`config.mk`:
```
export PLATFORM = sky130hd
export DESIGN_NAME = wdhr_ctrl
export DESIGN_NICKNAME = d
export VERILOG_FILES = /design/src/core/wdhr_pkg.sv /design/src/core/wdhr_divider.sv /design/src/core/wdhr_ctrl.sv
export VERILOG_INCLUDE_DIRS = /design/src /design/src/core
export SDC_FILE = /design/constraint.sdc
export NUM_CORES = 1
export LEC_CHECK = 0
export BUFFER_PORTS_ARGS = -buffer_cell sky130_fd_sc_hd__buf_2
export CAP_MARGIN = 25
export CORE_ASPECT_RATIO = 1.1
export CORE_MARGIN = 2
export CORE_UTILIZATION = 48
export CTS_CLUSTER_SIZE = 14
export DETAILED_ROUTE_END_ITERATION = 6
export GPL_TIMING_DRIVEN = 0
export HOLD_SLACK_MARGIN = 0.06
export PLACE_DENSITY = 0.74
export SETUP_SLACK_MARGIN = 0.2
export SYNTH_ARGS = -nofsm -noshare
export SYNTH_HDL_FRONTEND = slang
export SYNTH_HIERARCHICAL = 1
export SYNTH_SLANG_ARGS = --single-unit
```
`constraint.sdc`:
```
create_clock -name mclk -period 2.55 [get_ports mclk]
set_input_delay 0.3825 -clock mclk [delete_from_list [all_inputs] [get_ports mclk]]
set_output_delay 0.3825 -clock mclk [all_outputs]
set_load 0.005 [all_outputs]
```
`src/core/wdhr_consts.svh`:
```
/*
  Constants for the watchdog, halt and reset-cause block: register offset,
  field positions, reset values and timing counts.
  Assumes inclusion by every design module that needs it.
*/
`ifndef WDHR_CONSTS_SVH
`define WDHR_CONSTS_SVH

`define WDHR_ADDR_PRESCALE   8'h09
`define WDHR_PRESCALE_RESET  8'h07
`define WDHR_PS_LSB          0
`define WDHR_PS_MSB          2
`define WDHR_BASE_STAGES     8
`define WDHR_PS_STAGES       7
`define WDHR_INSTR_DIV       4
`define WDHR_STARTUP_CYCLES  1024
`define WDHR_STAT_TO_BIT     5
`define WDHR_STAT_PDF_BIT    4

`endif

```
`src/core/wdhr_pkg.sv`:
```
/*
  Types for the watchdog, halt and reset-cause block.
  Assumes the constants header sits beside it.
*/
package wdhr_pkg;
  // Core run state, one-hot
  typedef enum logic [2:0]
  {
    WDHR_RUN   = 3'b001,
    WDHR_HALT  = 3'b010,
    WDHR_START = 3'b100
  } wdhr_state_e;
endpackage

```
`src/core/wdhr_divider.sv`:
```
/*
  Watchdog ripple counter: fixed base stages followed by prescale stages,
  with the overflow tap chosen by the prescale field.
  Assumes a one-cycle count enable and a synchronous clear.
*/
`timescale 1ns/1ns
`include "wdhr_consts.svh"
module wdhr_divider
  import wdhr_pkg::*;
#(
  parameter int BASE = `WDHR_BASE_STAGES,
  parameter int PS   = `WDHR_PS_STAGES
)
(
  input  wire logic       mclk,
  input  wire logic       reset,
  input  wire logic       clr,
  input  wire logic       tick,
  input  wire logic [2:0] sel,
  output logic            ovf
);
  localparam int W = BASE + PS;

  logic [W-1:0] cnt_q;   // Base plus prescale chain
  logic [W-1:0] limit;   // Terminal count for the chosen ratio

  // Overflow when the chosen tap carries out: 256 * 2^sel ticks
  always_comb
  begin
    limit = W'((32'd1 << (BASE + 32'(sel))) - 32'd1);
  end

  assign ovf = tick && !clr && (cnt_q == limit);

  // Counter; clear has priority, restart from zero after overflow
  always_ff @(posedge mclk)
  begin
    if (reset || clr)
      cnt_q <= '0;
    else if (ovf)
      cnt_q <= '0;
    else if (tick)
      cnt_q <= cnt_q + W'(1);
  end

  // A tap change may skip past the limit; wrapping still bounds it
  property p_ovf_tick;
    @(posedge mclk) disable iff (reset)
    ovf |-> tick;
  endproperty
  a_ovf_tick : assert property (p_ovf_tick) else $error("overflow without tick");
endmodule // wdhr_divider

```
`src/core/wdhr_ctrl.sv`:
```
/*
  Watchdog, halt entry, wake-up and reset-cause control.
  Assumes core strobes are one-cycle pulses on mclk and that the RC tick
  is already a one-cycle enable synchronous to mclk.
*/
// Decided for this implementation: the address-and-strobe port.
`timescale 1ns/1ns
`include "wdhr_consts.svh"
module wdhr_ctrl
  import wdhr_pkg::*;
#(
  parameter bit       WDT_ENABLE   = 1'b1,  // Build option: watchdog present
  parameter bit       WDT_SRC_RC   = 1'b1,  // Build option: RC source
  parameter bit       DOUBLE_CLEAR = 1'b0,  // Build option: two-step clear
  parameter bit       XTAL_OSC     = 1'b1,  // Build option: crystal clock
  parameter bit [7:0] WAKE_MASK_A  = 8'hFF, // Wake-enabled port A bits
  parameter bit [3:0] WAKE_MASK_C  = 4'hF,  // Wake-enabled port C bits
  parameter int       STARTUP      = `WDHR_STARTUP_CYCLES
)
(
  input  wire logic       mclk,
  input  wire logic       reset,          // Power-up reset
  input  wire logic       reset_pin_n,    // External reset pin
  input  wire logic       rc_tick,        // Watchdog RC oscillator pulse
  input  wire logic       clr_single,     // watchdog_clear_single executed
  input  wire logic       clr_first,      // watchdog_clear_first executed
  input  wire logic       clr_second,     // watchdog_clear_second executed
  input  wire logic       halt_exec,      // Halt instruction executed
  input  wire logic       ext_int,        // External interrupt request
  input  wire logic       int_enabled,    // Interrupt enabled
  input  wire logic       stack_full,     // Stack full
  input  wire logic [7:0] port_a,         // Port A pins
  input  wire logic [3:0] port_c,         // Port C pins 0..3
  input  wire logic [7:0] addr,
  input  wire logic [7:0] wdata,
  input  wire logic       wr,
  input  wire logic       rd,
  output logic      [7:0] rdata,
  output logic            chip_reset,     // Full reset pulse
  output logic            warm_reset,     // PC and SP clear pulse
  output logic            take_interrupt, // Vector on interrupt wake
  output logic            resume,         // Continue after halt
  output logic            halted,         // System clock stopped
  output logic            startup_busy,   // Start-up delay running
  output logic            timeout_flag,
  output logic            powerdown_flag
);
  localparam int SW = $clog2(STARTUP + 1);

  wdhr_state_e state_q;             // Run state
  logic [7:0]  ctrl_q;              // Prescale control register
  logic [1:0]  idiv_q;              // Instruction clock divider
  logic        first_q;             // First of two clears seen
  logic [7:0]  pa_q;                // Last port A sample
  logic [3:0]  pc_q;                // Last port C sample
  logic [SW-1:0] st_cnt_q;          // Start-up delay count
  logic        sw_clear;            // Clear sequence complete
  logic        halt_clr;            // Halt clears watchdog, RC source only
  logic        wd_clr;              // Any watchdog clear
  logic        tick;                // Watchdog count enable
  logic        ovf;                 // Raw overflow
  logic        wd_ovf;              // Effective overflow
  logic        pin_fall;            // Wake-capable falling edge
  logic        wake;                // Any wake from halt
  logic        pin_rst;             // Reset pin active

  assign pin_rst = !reset_pin_n;

  // Instruction clock: system clock divided by four
  always_ff @(posedge mclk)
  begin
    if (reset)
      idiv_q <= 2'h0;
    else
      idiv_q <= idiv_q + 2'h1;
  end

  // Source is fixed at build; the instruction clock dies in halt
  always_comb
  begin
    if (!WDT_ENABLE)
      tick = 1'b0;
    else if (WDT_SRC_RC)
      tick = rc_tick;
    else
      tick = (idiv_q == 2'h3) && (state_q != WDHR_HALT);
  end

  // Two-step clear remembers the first instruction
  always_ff @(posedge mclk)
  begin
    if (reset || pin_rst)
      first_q <= 1'b0;
    else if (sw_clear)
      first_q <= 1'b0;
    else if (DOUBLE_CLEAR && clr_first)
      first_q <= 1'b1;
  end

  // Clear sequence per option; a disabled watchdog ignores it
  always_comb
  begin
    if (!WDT_ENABLE)
      sw_clear = 1'b0;
    else if (DOUBLE_CLEAR)
      sw_clear = (clr_second && (first_q || clr_first));
    else
      sw_clear = clr_single;
  end

  assign halt_clr = halt_exec && (state_q == WDHR_RUN) && WDT_SRC_RC;
  assign wd_clr   = pin_rst || sw_clear || halt_clr;

  wdhr_divider #(
    .BASE (`WDHR_BASE_STAGES),
    .PS   (`WDHR_PS_STAGES)
  ) u_div (
    .mclk  (mclk),
    .reset (reset),
    .clr   (wd_clr),
    .tick  (tick),
    .sel   (ctrl_q[`WDHR_PS_MSB:`WDHR_PS_LSB]),
    .ovf   (ovf)
  );

  assign wd_ovf = ovf && WDT_ENABLE;

  // Prescale register; upper bits are free software storage
  always_ff @(posedge mclk)
  begin
    if (reset || pin_rst || (wd_ovf && state_q == WDHR_RUN))
      ctrl_q <= `WDHR_PRESCALE_RESET;
    else if (wr && addr == `WDHR_ADDR_PRESCALE)
      ctrl_q <= wdata;
  end

  // Read data, one cycle after the strobe; unmapped reads zero
  always_ff @(posedge mclk)
  begin
    if (reset)
      rdata <= 8'h00;
    else if (rd && addr == `WDHR_ADDR_PRESCALE)
      rdata <= ctrl_q;
    else
      rdata <= 8'h00;
  end

  // Port samples for falling-edge wake detection
  always_ff @(posedge mclk)
  begin
    if (reset)
    begin
      pa_q <= 8'hFF;
      pc_q <= 4'hF;
    end
    else
    begin
      pa_q <= port_a;
      pc_q <= port_c;
    end
  end

  assign pin_fall = |(pa_q & ~port_a & WAKE_MASK_A) ||
                    |(pc_q & ~port_c & WAKE_MASK_C);
  assign wake = (state_q == WDHR_HALT) && (ext_int || pin_fall);

  // Run state machine; reset pin and overflow also leave halt
  always_ff @(posedge mclk)
  begin
    if (reset)
      state_q <= WDHR_START;
    else if (pin_rst)
      state_q <= WDHR_RUN;
    else
    begin
      unique case (state_q)
        WDHR_RUN:
          if (halt_exec)
            state_q <= WDHR_HALT;
        WDHR_HALT:
          if (wake || wd_ovf)
            state_q <= XTAL_OSC ? WDHR_START : WDHR_RUN;
        WDHR_START:
          if (st_cnt_q == SW'(STARTUP - 1))
            state_q <= WDHR_RUN;
        default:
          state_q <= WDHR_RUN;
      endcase
    end
  end

  // Start-up delay counter
  always_ff @(posedge mclk)
  begin
    if (reset || state_q != WDHR_START)
      st_cnt_q <= '0;
    else
      st_cnt_q <= st_cnt_q + SW'(1);
  end

  // Timeout flag: hardware events only
  always_ff @(posedge mclk)
  begin
    if (reset)
      timeout_flag <= 1'b0;
    else if (wd_ovf)
      timeout_flag <= 1'b1;
    else if (sw_clear || (halt_exec && state_q == WDHR_RUN))
      timeout_flag <= 1'b0;
  end

  // Power-down flag: hardware events only
  always_ff @(posedge mclk)
  begin
    if (reset)
      powerdown_flag <= 1'b0;
    else if (halt_exec && state_q == WDHR_RUN)
      powerdown_flag <= 1'b1;
    else if (sw_clear)
      powerdown_flag <= 1'b0;
  end

  // Reset and resume pulses
  always_ff @(posedge mclk)
  begin
    if (reset)
    begin
      chip_reset     <= 1'b1;
      warm_reset     <= 1'b0;
      take_interrupt <= 1'b0;
      resume         <= 1'b0;
    end
    else
    begin
      chip_reset     <= pin_rst || (wd_ovf && state_q == WDHR_RUN);
      warm_reset     <= wd_ovf && state_q == WDHR_HALT;
      take_interrupt <= wake && !wd_ovf && ext_int && int_enabled && !stack_full;
      resume         <= wake && !wd_ovf && !(ext_int && int_enabled && !stack_full);
    end
  end

  assign halted       = (state_q == WDHR_HALT);
  assign startup_busy = (state_q == WDHR_START);

  // Halt entry without overflow sets the power-down flag and drops the timeout flag
  property p_halt_flags;
    @(posedge mclk) disable iff (reset || pin_rst)
    (halt_exec && state_q == WDHR_RUN && !wd_ovf) |=> (powerdown_flag && !timeout_flag);
  endproperty
  a_halt_flags : assert property (p_halt_flags) else $error("halt flags wrong");
  // A halt instruction while running stops the system clock unless the reset pin is active
  property p_halt_entry;
    @(posedge mclk) disable iff (reset || pin_rst)
    (halt_exec && state_q == WDHR_RUN) |=> halted;
  endproperty
  a_halt_entry : assert property (p_halt_entry) else $error("halt not entered");
  property p_run_ovf;
    @(posedge mclk) disable iff (reset || pin_rst)
    (wd_ovf && state_q == WDHR_RUN) |=> (chip_reset && timeout_flag && !warm_reset);
  endproperty
  a_run_ovf : assert property (p_run_ovf) else $error("run overflow");
  property p_halt_ovf;
    @(posedge mclk) disable iff (reset || pin_rst)
    (wd_ovf && state_q == WDHR_HALT) |=> (warm_reset && !chip_reset);
  endproperty
  a_halt_ovf : assert property (p_halt_ovf) else $error("halt overflow");
  property p_startup;
    @(posedge mclk) disable iff (reset || pin_rst)
    $rose(startup_busy) |-> startup_busy [*8];
  endproperty
  a_startup : assert property (p_startup) else $error("short start-up");
  property p_pd_clear;
    @(posedge mclk) disable iff (reset)
    (sw_clear && !(halt_exec && state_q == WDHR_RUN)) |=> !powerdown_flag;
  endproperty
  a_pd_clear : assert property (p_pd_clear) else $error("clear kept flag");
  property p_instr_halt;
    @(posedge mclk) disable iff (reset)
    (!WDT_SRC_RC && halted) |-> !tick;
  endproperty
  a_instr_halt : assert property (p_instr_halt) else $error("tick in halt");
  property p_disabled;
    @(posedge mclk) disable iff (reset)
    !WDT_ENABLE |-> (!wd_ovf && !sw_clear);
  endproperty
  a_disabled : assert property (p_disabled) else $error("disabled acts");
  property p_wake;
    @(posedge mclk) disable iff (reset || pin_rst)
    (halted && pin_fall && !wd_ovf) |=> !halted;
  endproperty
  a_wake : assert property (p_wake) else $error("no wake");
endmodule // wdhr_ctrl

```
# Word level (Yosys, flattened, before mapping)
# Cells that the tools add are included.
dict set report word_totals {
  register_bits 63
  word_cells 87
  in_bits 41
  out_inout_bits 16
}
dict set report op_classes {
  bitwise 6
  n_reduce_logical 40
  eq_ne 13
  n_addsub 4
  mux 9
  shift 1
}
# operator count
set ops {}
lappend ops {{<< shifter 1 x 32 -> 15 bit (first input constant)} 1}
lappend ops {{adder 15 x 1 -> 15 bit (second input constant)} 1}
lappend ops {{equality test 15 bit} 1}
lappend ops {{logical AND 1 bit} 15}
lappend ops {{subtractor 15 x 1 -> 15 bit (second input constant)} 1}
lappend ops {{two-way mux 3 bit} 4}
lappend ops {{adder 11 x 1 -> 11 bit (second input constant)} 1}
lappend ops {{equality test 11 x 10 -> 1 bit (second input constant)} 1}
lappend ops {{logical OR 1 bit} 11}
lappend ops {{case mux 3 bit (3 select lines)} 1}
lappend ops {{AND 8 bit} 1}
lappend ops {{equality test 8 x 4 -> 1 bit (second input constant)} 1}
lappend ops {{inverter 8 bit} 1}
lappend ops {{OR reduction 8 bit} 1}
lappend ops {{!= test 3 x 2 -> 1 bit (second input constant)} 2}
lappend ops {{!= test 3 bit (second input constant)} 2}
lappend ops {{AND reduction 3 bit} 2}
lappend ops {{OR reduction 2 bit} 3}
lappend ops {{adder 4 x 3 -> 5 bit (first input constant)} 1}
lappend ops {{logical NOT 1 bit} 5}
lappend ops {{AND 4 bit} 1}
lappend ops {{two-way mux 1 bit} 4}
lappend ops {{!= test 2 x 1 -> 1 bit (second input constant)} 2}
lappend ops {{inverter 4 bit} 1}
lappend ops {{other kinds (7)} 9}

# Longest topological paths before layout
# Gate-level depths: netlist of run 1.
dict set report depth {
  ltp_word 11
  ltp_mapped 12
  mapped_depth_nobuf 11
}

# Hierarchy
# The synthesis of run 1 kept the hierarchy.
# mod seq_area_each_um2 area_per_inst_um2 cells_each instances
set by_module_without_submodules {}
lappend by_module_without_submodules {wdhr_ctrl 960.9 1786.7 181 1}
lappend by_module_without_submodules {wdhr_divider 300.3 912.1 110 1}

# Least setup slack after synthesis of run 1
# No wires, ideal clock.
dict set report synth_timing {
  kind {reg2reg}
  startpoint {register ctrl_q[1]}
  endpoint {register state_q[2]}
  setup_ps 128
  path_slack_ps -135
  required_time_ps 2422
  synth_period_minus_slack_ps 2685
  stages_incl_launch_ff 13
  arrival_ps 2557
  n_path_buf 1
  path_cell_list {dfxtp_1 > buf_4 > nor3_1 > inv_1 > ha_1 > and3b_1 > a22oi_1 > a32oi_1 > and3_1 > or4_4 > nor4_4 > nand2b_1 > a221oi_1}
}
dict set report synth_between {
  elab_chain_len 8
}
# element line
set synth_lines {}
lappend synth_lines {{from (decl)} wdhr_ctrl.sv:51} ;# logic [7:0] ctrl_q;
lappend synth_lines {{from (signal assigned)} wdhr_ctrl.sv:132} ;# ctrl_q <= `WDHR_PRESCALE_RESET;
lappend synth_lines {{from (signal assigned)} wdhr_ctrl.sv:134} ;# ctrl_q <= wdata;
lappend synth_lines {{adder 4 x 3 -> 5 bit} wdhr_divider.sv:30} ;# limit = W'((32'd1 << (BASE + 32'(sel))) - 32'd1);
lappend synth_lines {{<< shifter 1 x 32 -> 15 bit} wdhr_divider.sv:30}
lappend synth_lines {{subtractor 15 x 1 -> 15 bit} wdhr_divider.sv:30}
lappend synth_lines {{equality test 15 bit} wdhr_divider.sv:33} ;# assign ovf = tick && !clr && (cnt_q == limit);
lappend synth_lines {{logical AND 1 bit} wdhr_divider.sv:33}
lappend synth_lines {{net ovf} wdhr_ctrl.sv:61} ;# logic ovf;
lappend synth_lines {{logical OR 1 bit} wdhr_ctrl.sv:181} ;# if (wake || wd_ovf)
lappend synth_lines {{!= test 3 x 2 -> 1 bit (no source line)} -}
lappend synth_lines {{AND reduction 3 bit (no source line)} -}
lappend synth_lines {{to (signal assigned)} wdhr_ctrl.sv:182} ;# state_q <= XTAL_OSC ? WDHR_START : WDHR_RUN;
lappend synth_lines {{to (decl)} wdhr_ctrl.sv:50} ;# wdhr_state_e state_q;
# The timed path passes the listed nets, and every way through them passes these cells.
# A chain may end at the register's enable or synchronous reset.

# Final worst setup path of run 1
dict set report layout_timing {
  startpoint {register ctrl_q[2]}
  endpoint {register state_q[2]}
}
# The elaborated chain is that of the path after synthesis.

==> results.txt, run 1 <==
- The flow ran to the end, but the final reports show violations.
- The final reports fail on setup timing.
* Cell Rows: 28
- Number of warning messages in the yosys log: 6
- Mapped Area: 2700 sq um
* Synthesized Nets: 335
- Number of diodes added for antenna fixing: 0
- In the routed design, unresolved DRC markers number 0.
- For the worst-skew pair, the clock arrives at the later sink with an insertion delay of 0.33 ns.
- The final route contains around 2200 vias.
- In the routed layout, each cell is associated on average with a via count of 4.96.
- Sequential cells were found to cover 46.7% of the synthesized design area.
- Leakage: 1.45 nW
* Total core area: approximately 5400 sq um
- Each instance of the synthesized netlist takes up on average between 9 and 10 sq um.
- Setup repair after global routing could not meet its margin everywhere.
* GRT Residual Overflow: 0
* Hold-fix buffers, CTS: 0
* Maximum number of pins on one net before global-route repair: 11
- Port-buffer cells: 53
* CTS H-tree depth: 3
* Clock input transition at the sequential cells of the worst setup and hold paths: 0.07 ns
* Number of synthesized register bits: 63
* Longest individual stage delay on the worst path: 0.49 ns
* TritonRoute pass-1 iters: 4
- The smallest clock period supported by the final layout is computed as 2.56 ns.
* Placer congestion estimate: 0.771
- Series of cell instances along the critical path: buf_6, nor3_4, inv_2, ha_4, and3b_1, a22oi_2, a32oi_2, and3_4, or4_4, nor4_4, nand2b_4, a221oi_2
- Post-detailed-route wirelength per cell: 11.8 um
* Fraction of final layout cells with drive strength greater than 1: 32.3%
- Standard cell area after detailed placement: 3090 sq um
- Total negative setup slack: -0.0150 ns
- Ports: 57
* Antenna violations before repair: 0
* CP Max Fanout: 6
- Derived from the worst setup path, the maximum achievable clock frequency is 391 MHz.
* Clk_skew: 0.00664 ns
* Library cell with the largest summed area after synthesis: sky130_fd_sc_hd__dfxtp_1
- Maximum clock path buffer count: 2
- The floorplan step set the die height to between 80 and 90 um.
- Required time of the worst setup path: 2.76 ns
- Path category of the worst min-delay check: input port to register
- Portion of the clock cycle consumed by the worst path in the final layout: 100%
* Layout-stage area growth over the synthesis result: 27.9%
* Number of DRC markers after the initial detailed-route iteration: 73
- The final number of max-transition violations came to 0.
* Actual slew at the worst max-slew pin: 0.506 ns
- Sort of element at the end of the critical path: register
* Crit path launch type: register
- The via count of the first global-routing pass was between 2000 and 2500.
- TritonCTS clock tree: done
* GRT Overall Usage: 18.6%
- For this configuration, the core starts out at a cell density of between 50% and 60%.
* Maximum vdd ir drop: 369 uV
* Arrival time at the worst endpoint: 2.77 ns
* Total wirelength of the detailed-routed design: ~5.3 mm
- Setup violations remaining at the end of the flow were counted as 2.
- DRT antenna net count: 0
- Max-Cap Viols: 0
- After legalization and detailed placement, the total HPWL measured around 3.7 mm.
- Clock tree root buffer cell: sky130_fd_sc_hd__clkbuf_8
- For this run, the post-layout net count is 410.
- Top cell family by delay on the critical path: simple AND/OR/NAND/NOR gates
- The first global-routing pass estimated just under 9 mm of wire.
- The final hold violation count is 0.
* Max stage delay cell, worst path: sky130_fd_sc_hd__or4_4
- For this design, the sink count on the clock tree is 63.
- The die is 75.5 um wide.
* Main area contributors after synthesis: sky130_fd_sc_hd__dfxtp_1 47%, sky130_fd_sc_hd__nor2_1 5.7%, sky130_fd_sc_hd__xor2_1 4.5%
- The critical path contains buffers and inverters numbering 2 combined.
- Area share of the largest cell type after synthesis: 46.7%
- Number of CTS-inserted buffers: 9
* Kind of critical path: register to register
- The die covers about 6200 sq um.
- Synthesized instance count: 291
- Once routing completed, OpenROAD measured the worst setup slack at -0.00830 ns.
- Headroom to the max-slew limit came out at 66.2%.
- Number of distinct standard cells referenced by the synthesized netlist: approximately 50
- Post-route standard cell area excluding fillers: 3450 sq um
- Total power per unit cell area: 609 nW/um^2
[worst paths after layout]
path,slack (ns),cells past startpoint,startpoint,to
worst min register to register,0.46,1,ctrl_q[5],rdata[5]
worst max register to register,-0.008,12,ctrl_q[2],state_q[2]
worst min-delay path,0.22,2,stack_full,take_interrupt
worst max-delay path,-0.008,12,ctrl_q[2],state_q[2]
[what timing repair did]
action                     4_1_cts  5_1_grt
cloned                           0        0
gates resized for setup          7        6
setup buffers                   11        0
pin swaps                        7        0
setup endpoints to repair        8       13
[layout make-up]
class / instances / area, sq um
fillers: 481 / 1940
multi-input cells: 209 / 1420
flip-flops and latches: 63 / 1260
repair buffers: 64 / 348
clock buffers: 13 / 159
well taps: 75 / 93.8
clock inverters: 3 / 65.1
plain buffers: 8 / 61.3
inverters: 11 / 41.3
[report_power, final]
group          internal [W]  leakage [nW]  switching (W)
Combinational     0.0000611         0.830      0.0000616
Clock              0.000603         0.114       0.000362
Sequential          0.00100         0.511      0.0000111
Total               0.00167          1.45       0.000435
[layout by cell type (no fill, tap or decap), types with 6 or more instances in the layout]
master	n
sky130_fd_sc_hd__dfxtp_1	60
sky130_fd_sc_hd__buf_4	11
sky130_fd_sc_hd__nand2_1	19
sky130_fd_sc_hd__xor2_1	13
sky130_fd_sc_hd__nand2b_1	10
sky130_fd_sc_hd__clkbuf_8	11
sky130_fd_sc_hd__xnor2_1	10
sky130_fd_sc_hd__inv_1	9
sky130_fd_sc_hd__nor2_1	40
sky130_fd_sc_hd__or2_2	13
sky130_fd_sc_hd__nand3_1	7
sky130_fd_sc_hd__and2_1	8
sky130_fd_sc_hd__nand4_1	6
sky130_fd_sc_hd__a21oi_1	10
sky130_fd_sc_hd__buf_2	54
sky130_fd_sc_hd__mux2i_1	10
[state kept, by name, summed over array words and instances (netlist names)]
signal          count
pa_q                8
warm_reset          1
st_cnt_q           11
pc_q                4
take_interrupt      1
u_div/cnt_q        15
chip_reset          1
timeout_flag        1
powerdown_flag      1
state_q             3
resume              1
rdata               8
ctrl_q              8
[cell families after synthesis]
group	Yosys count	synth area share [%]
buf+inv	19	3.66
flops	63	46.7
mux	10	3.71
simple gates	146	30.3
fa+ha+maj	3	1.39
compound gates	25	6.12
xor+xnor	25	8.11
[synth_stat cells (all sizes together)]
cell,count
a2111oi,1
a211oi,1
a21o,1
a21oi,10
a221oi,1
a22oi,1
a31o,1
a32oi,1
and2,8
and2b,1
and3,4
and3b,1
and4,4
and4b,1
buf,5
clkbuf,3
dfxtp,63
ha,3
inv,11
mux2i,10
nand2,19
nand2b,11
nand3,7
nand3b,1
nand4,6
nand4b,1
nor2,42
nor2b,4
nor3,7
nor3b,5
nor4,3
nor4bb,1
o2111ai,2
o211ai,1
o21ai,2
o221ai,1
o22ai,1
o31ai,1
or2,14
or3,2
or3b,2
or4,2
xnor2,11
xor2,14
[metrics by stage]
step	hold WS [ns]	setup slack (ns)	cells	total power (W)	utilization [%]
2_1_floorplan	0.429	0.0149	291	0.00110	-
3_3_place_gp	0.435	-0.159	419	0.00115	57.3
6_report	0.218	-0.00830	446	0.00210	64.0
5_1_grt	0.224	-0.155	446	0.00218	64.0
4_1_cts	0.210	0.00586	446	0.00212	63.2
3_5_place_dp	0.447	-0.189	419	0.00115	57.3
[metal layers]
metal / up-vias / GRT usage (%) / wire length, um
met5: - / 0 / 0
met4: 0 / 13.7 / 134
met3: 11 / 4.37 / 266
met2: 45 / 29.6 / 2490
met1: 1019 / 21.6 / 2390
li1: 1135 / - / -
Power figures use the tool's default switching activity.
==> run 2: changes to the inputs <==
--- a/config.mk
+++ b/config.mk
@@ -16,6 +16,7 @@
 export GPL_TIMING_DRIVEN = 0
 export HOLD_SLACK_MARGIN = 0.06
 export PLACE_DENSITY = 0.74
+export RECOVER_POWER = 25
 export SETUP_SLACK_MARGIN = 0.2
 export SYNTH_ARGS = -nofsm -noshare
 export SYNTH_HDL_FRONTEND = slang
==> run 2 against run 1 <==
Net effect: the run still ends with setup timing left; first-iteration DRC count up 2.7%; critical path depth unchanged; combinational power about the same; sequential cell count did not move; sequential power hardly changed; non-clock buffer count unchanged; highest routed layer unchanged; worst hold slack unchanged; clock skew stayed put; fmax is the same; largest cell class unchanged; design area decreased by 0.15%.
==> results.txt, run 2 (synthesis results as in run 1) <==
- The run finished, with violations left.
- Violations in the final reports: setup timing
- Vias in the first global route: approximately 2100
- Worst hold path depth: 2
* Most frequent standard cell in the layout excluding fill and tap cells: sky130_fd_sc_hd__dfxtp_1
* Total number of vias: 2210
- Total placed cells including tap cells: 419
- Along the worst path, the maximum fanout reaches 6.
- The final number of max-transition violations came to 0.
- Portion of the clock cycle consumed by the worst path in the final layout: 100%
- Relative slew slack: about two thirds
- Global routing consumed, on the met3 layer, under 10% of the routing resources.
- End point of the most critical hold path: take_interrupt
- Worst reg-to-reg path cell count: 12
- Counting the fill cells in the layout gives slightly below 500.
- Dividing the detail-routed via count by the number of cells gives approximately 5.
- After detailed routing, the number of remaining DRC violations is 0.
- Layout-stage area growth over the synthesis result: 27.7%
- Total core area: roughly 5400 sq um
- For this run the aggregate overflow at the end of global routing stands at 0.
- Switch share: 20.7%
- The internal portion of the total power is 0.00167 W.
- The startpoint identified for the worst register-to-register timing path is ctrl_q[2].
- The min-delay analysis places its worst path in the category input port to register.
- In the layout the commonest cells are 60 x sky130_fd_sc_hd__dfxtp_1, 50 x sky130_fd_sc_hd__buf_2, 40 x sky130_fd_sc_hd__nor2_1.
* Cell Rows: 28
- Routability-driven placement finished with a final weighted congestion of 0.771.
- CTS built an H-tree with a depth of 3.
- TritonRoute pass-1 iters: 4
- The count of buffers added on input and output ports is 53.
- The critical path starts at ctrl_q[2].
* Endpoint of the lowest-slack register-to-register path: state_q[2]
- In this run the power spent charging and discharging nets is 0.000435 W.
* Initial core utilization: between 50% and 60%
- Buffers plus inverters on the worst setup path: 2
* Series of cell instances along the critical path: buf_6, nor3_4, inv_2, ha_4, and3b_1, a22oi_2, a32oi_2, and3_4, or4_4, nor4_4, nand2b_4, a221oi_2
- Clock input transition at the sequential cells of the worst setup and hold paths: 0.07 ns
- Detailed placement finished with a half-perimeter wire length of between 3 and 4 mm.
* Register with the most flip-flops: u_div/cnt_q
- Total Nets Final: 410
* Clock tree root buffer cell: sky130_fd_sc_hd__clkbuf_8
- Clock sink total: 63
- Combinational fraction of design power: 5.8%
- In this run the count of I/O pins placed on the die edge is 57.
- Buffers inserted to repair hold after CTS numbered 0.
- At the worst endpoint, the required time is 2.76 ns.
* Max reg flops: 15
- The first global-routing pass estimated ~8.8 mm of wire.
- For this block, the routed nets add up to 5.28 mm of wire.
* Maximum vdd ir drop: 369 uV
- In this run, CTS created clock tree buffers numbering 9.
- Top cell family by delay on the critical path: simple AND/OR/NAND/NOR gates
- Summing all multi-input logic gate instances after layout gives between 1000 and 1500 sq um.
- In this run the power density over the cells is 610 nW/um^2.
* TritonCTS clock tree: done
- Entering global routing, the biggest net connects 11 pins.
- In the global route stage, met1 resource usage came out at a little over a fifth.
- Routing usage on met2: between 20% and 30%
* Max-Cap Viols: 0
* Actual slew at the worst max-slew pin: 0.506 ns
- Crit path launch type: register
- Overall die area: 6240 sq um
- After global routing, the most crowded layer is met2.
- Across the routed clock network, the largest skew measured is 0.00664 ns.
- Timing would allow up to 391 MHz.
- Leading registers by flop count: u_div/cnt_q: 15 flops, st_cnt_q: 11 flops
- The repair_antennas step left the layout with diodes totalling 0.
- Post-detailed-route wirelength per cell: about 12 um
- Arrival time at the worst endpoint: 2.77 ns
- Min Tclk post-route: 2.56 ns
- Die Wd: 75.5 um
- Number of DRC markers after the initial detailed-route iteration: 75
* Post-route worst setup slack: -0.00830 ns
- Clk pwr share: 45.9%
* Sequential cell fraction of total power: 48.3%
- Storage cell area: 1260 sq um
- Setup violations remaining at the end of the flow were counted as 2.
* Setup repair after global routing missed its margin: yes
- Global routing consumed, over all layers together, 18.6% of the routing resources.
- Post-route total power: around 0.0021 W
- Fraction of final layout cells with drive strength greater than 1: 31.3%
* Final hold violation count: 0
* Max stage delay cell, worst path: sky130_fd_sc_hd__or4_4
- For this design the static power due to leakage is ~1.4 nW.
- The number of antenna violations at the first check in global routing was 0.
- The worst setup path is captured at a register.
- The detail route stage leaves a number of antenna-violating nets equal to 0.
* Origin of the worst min-delay path: stack_full
- From bottom edge to top edge, the die measures 82.6 um.
- Longest individual stage delay on the worst path: 0.49 ns
- At the later pin of the worst-skew pair, clock insertion delay measures 0.33 ns.
- Setup slack on the worst reg-to-reg path comes out at -0.008 ns.
* Final std cells w/o fill: 446
- Maximum clock path buffer count: 2
* Kind of critical path: register to register
## run 2: how the worst max path moves through the flow
stage / to / depth (start not counted) / slack, ns
global route: state_q[2] / 12 / -0.15
global placement: state_q[2] / 10 / -0.16
floorplan: state_q[2] / 12 / 0.01
finish: state_q[2] / 12 / -0.008
CTS: state_q[1] / 13 / 0.006
detailed placement: state_q[2] / 12 / -0.19
## run 2: what timing repair did
action,4_1_cts,5_1_grt
resized for setup,7,6
pin swaps,7,0
setup buffers,11,0
endpoints found under the setup margin,8,13
## run 2: worst reg2reg max path, stage by stage (launching register included)
cell                       delay (ns)
sky130_fd_sc_hd__dfxtp_2         0.32
sky130_fd_sc_hd__buf_6           0.12
sky130_fd_sc_hd__nor3_4          0.19
sky130_fd_sc_hd__inv_2           0.06
sky130_fd_sc_hd__ha_4            0.18
sky130_fd_sc_hd__and3b_1         0.17
sky130_fd_sc_hd__a22oi_2         0.14
sky130_fd_sc_hd__a32oi_2         0.15
sky130_fd_sc_hd__and3_4          0.18
sky130_fd_sc_hd__or4_4           0.49
sky130_fd_sc_hd__nor4_4          0.19
sky130_fd_sc_hd__nand2b_4        0.18
sky130_fd_sc_hd__a221oi_2        0.06
## run 2: cell type report
class,count,share of cell area (%)
clock inverters,3,1.89
multi-input cells,209,41.1
well taps,75,2.72
repair buffers,64,9.95
flip-flops and latches,63,36.7
plain buffers,8,1.78
inverters,11,1.20
clock buffers,13,4.61
## run 2: through the flow
step / setup slack (ns) / TNS (ns) / utilization, % / instance area (sq um) / hold WS [ns]
2_1_floorplan: 0.0149 / 0 / - / 2730 / 0.429
3_3_place_gp: -0.159 / -0.209 / 57.3 / 3090 / 0.435
3_5_place_dp: -0.189 / -0.266 / 57.3 / 3090 / 0.447
4_1_cts: 0.00586 / 0 / 63.2 / 3410 / 0.210
5_1_grt: -0.155 / -0.322 / 63.9 / 3450 / 0.224
6_report: -0.00830 / -0.0150 / 63.9 / 3450 / 0.218
## run 2: layer usage
layer	vias to the layer above	share of wire [%]
met3	11	5.1
met1	1019	45
met2	45	47
met5	-	0
met4	0	2.5
li1	1135	-
## run 2: power groups by stage
stage	clock network [W]	logic (W)	registers, W
6_report	0.000965	0.000122	0.00101
5_1_grt	0.00103	0.000138	0.00102
4_1_cts	0.000986	0.000117	0.00101
3_5_place_dp	0	0.000115	0.00104
3_3_place_gp	0	0.000114	0.00103
2_1_floorplan	0	0.0000661	0.00103
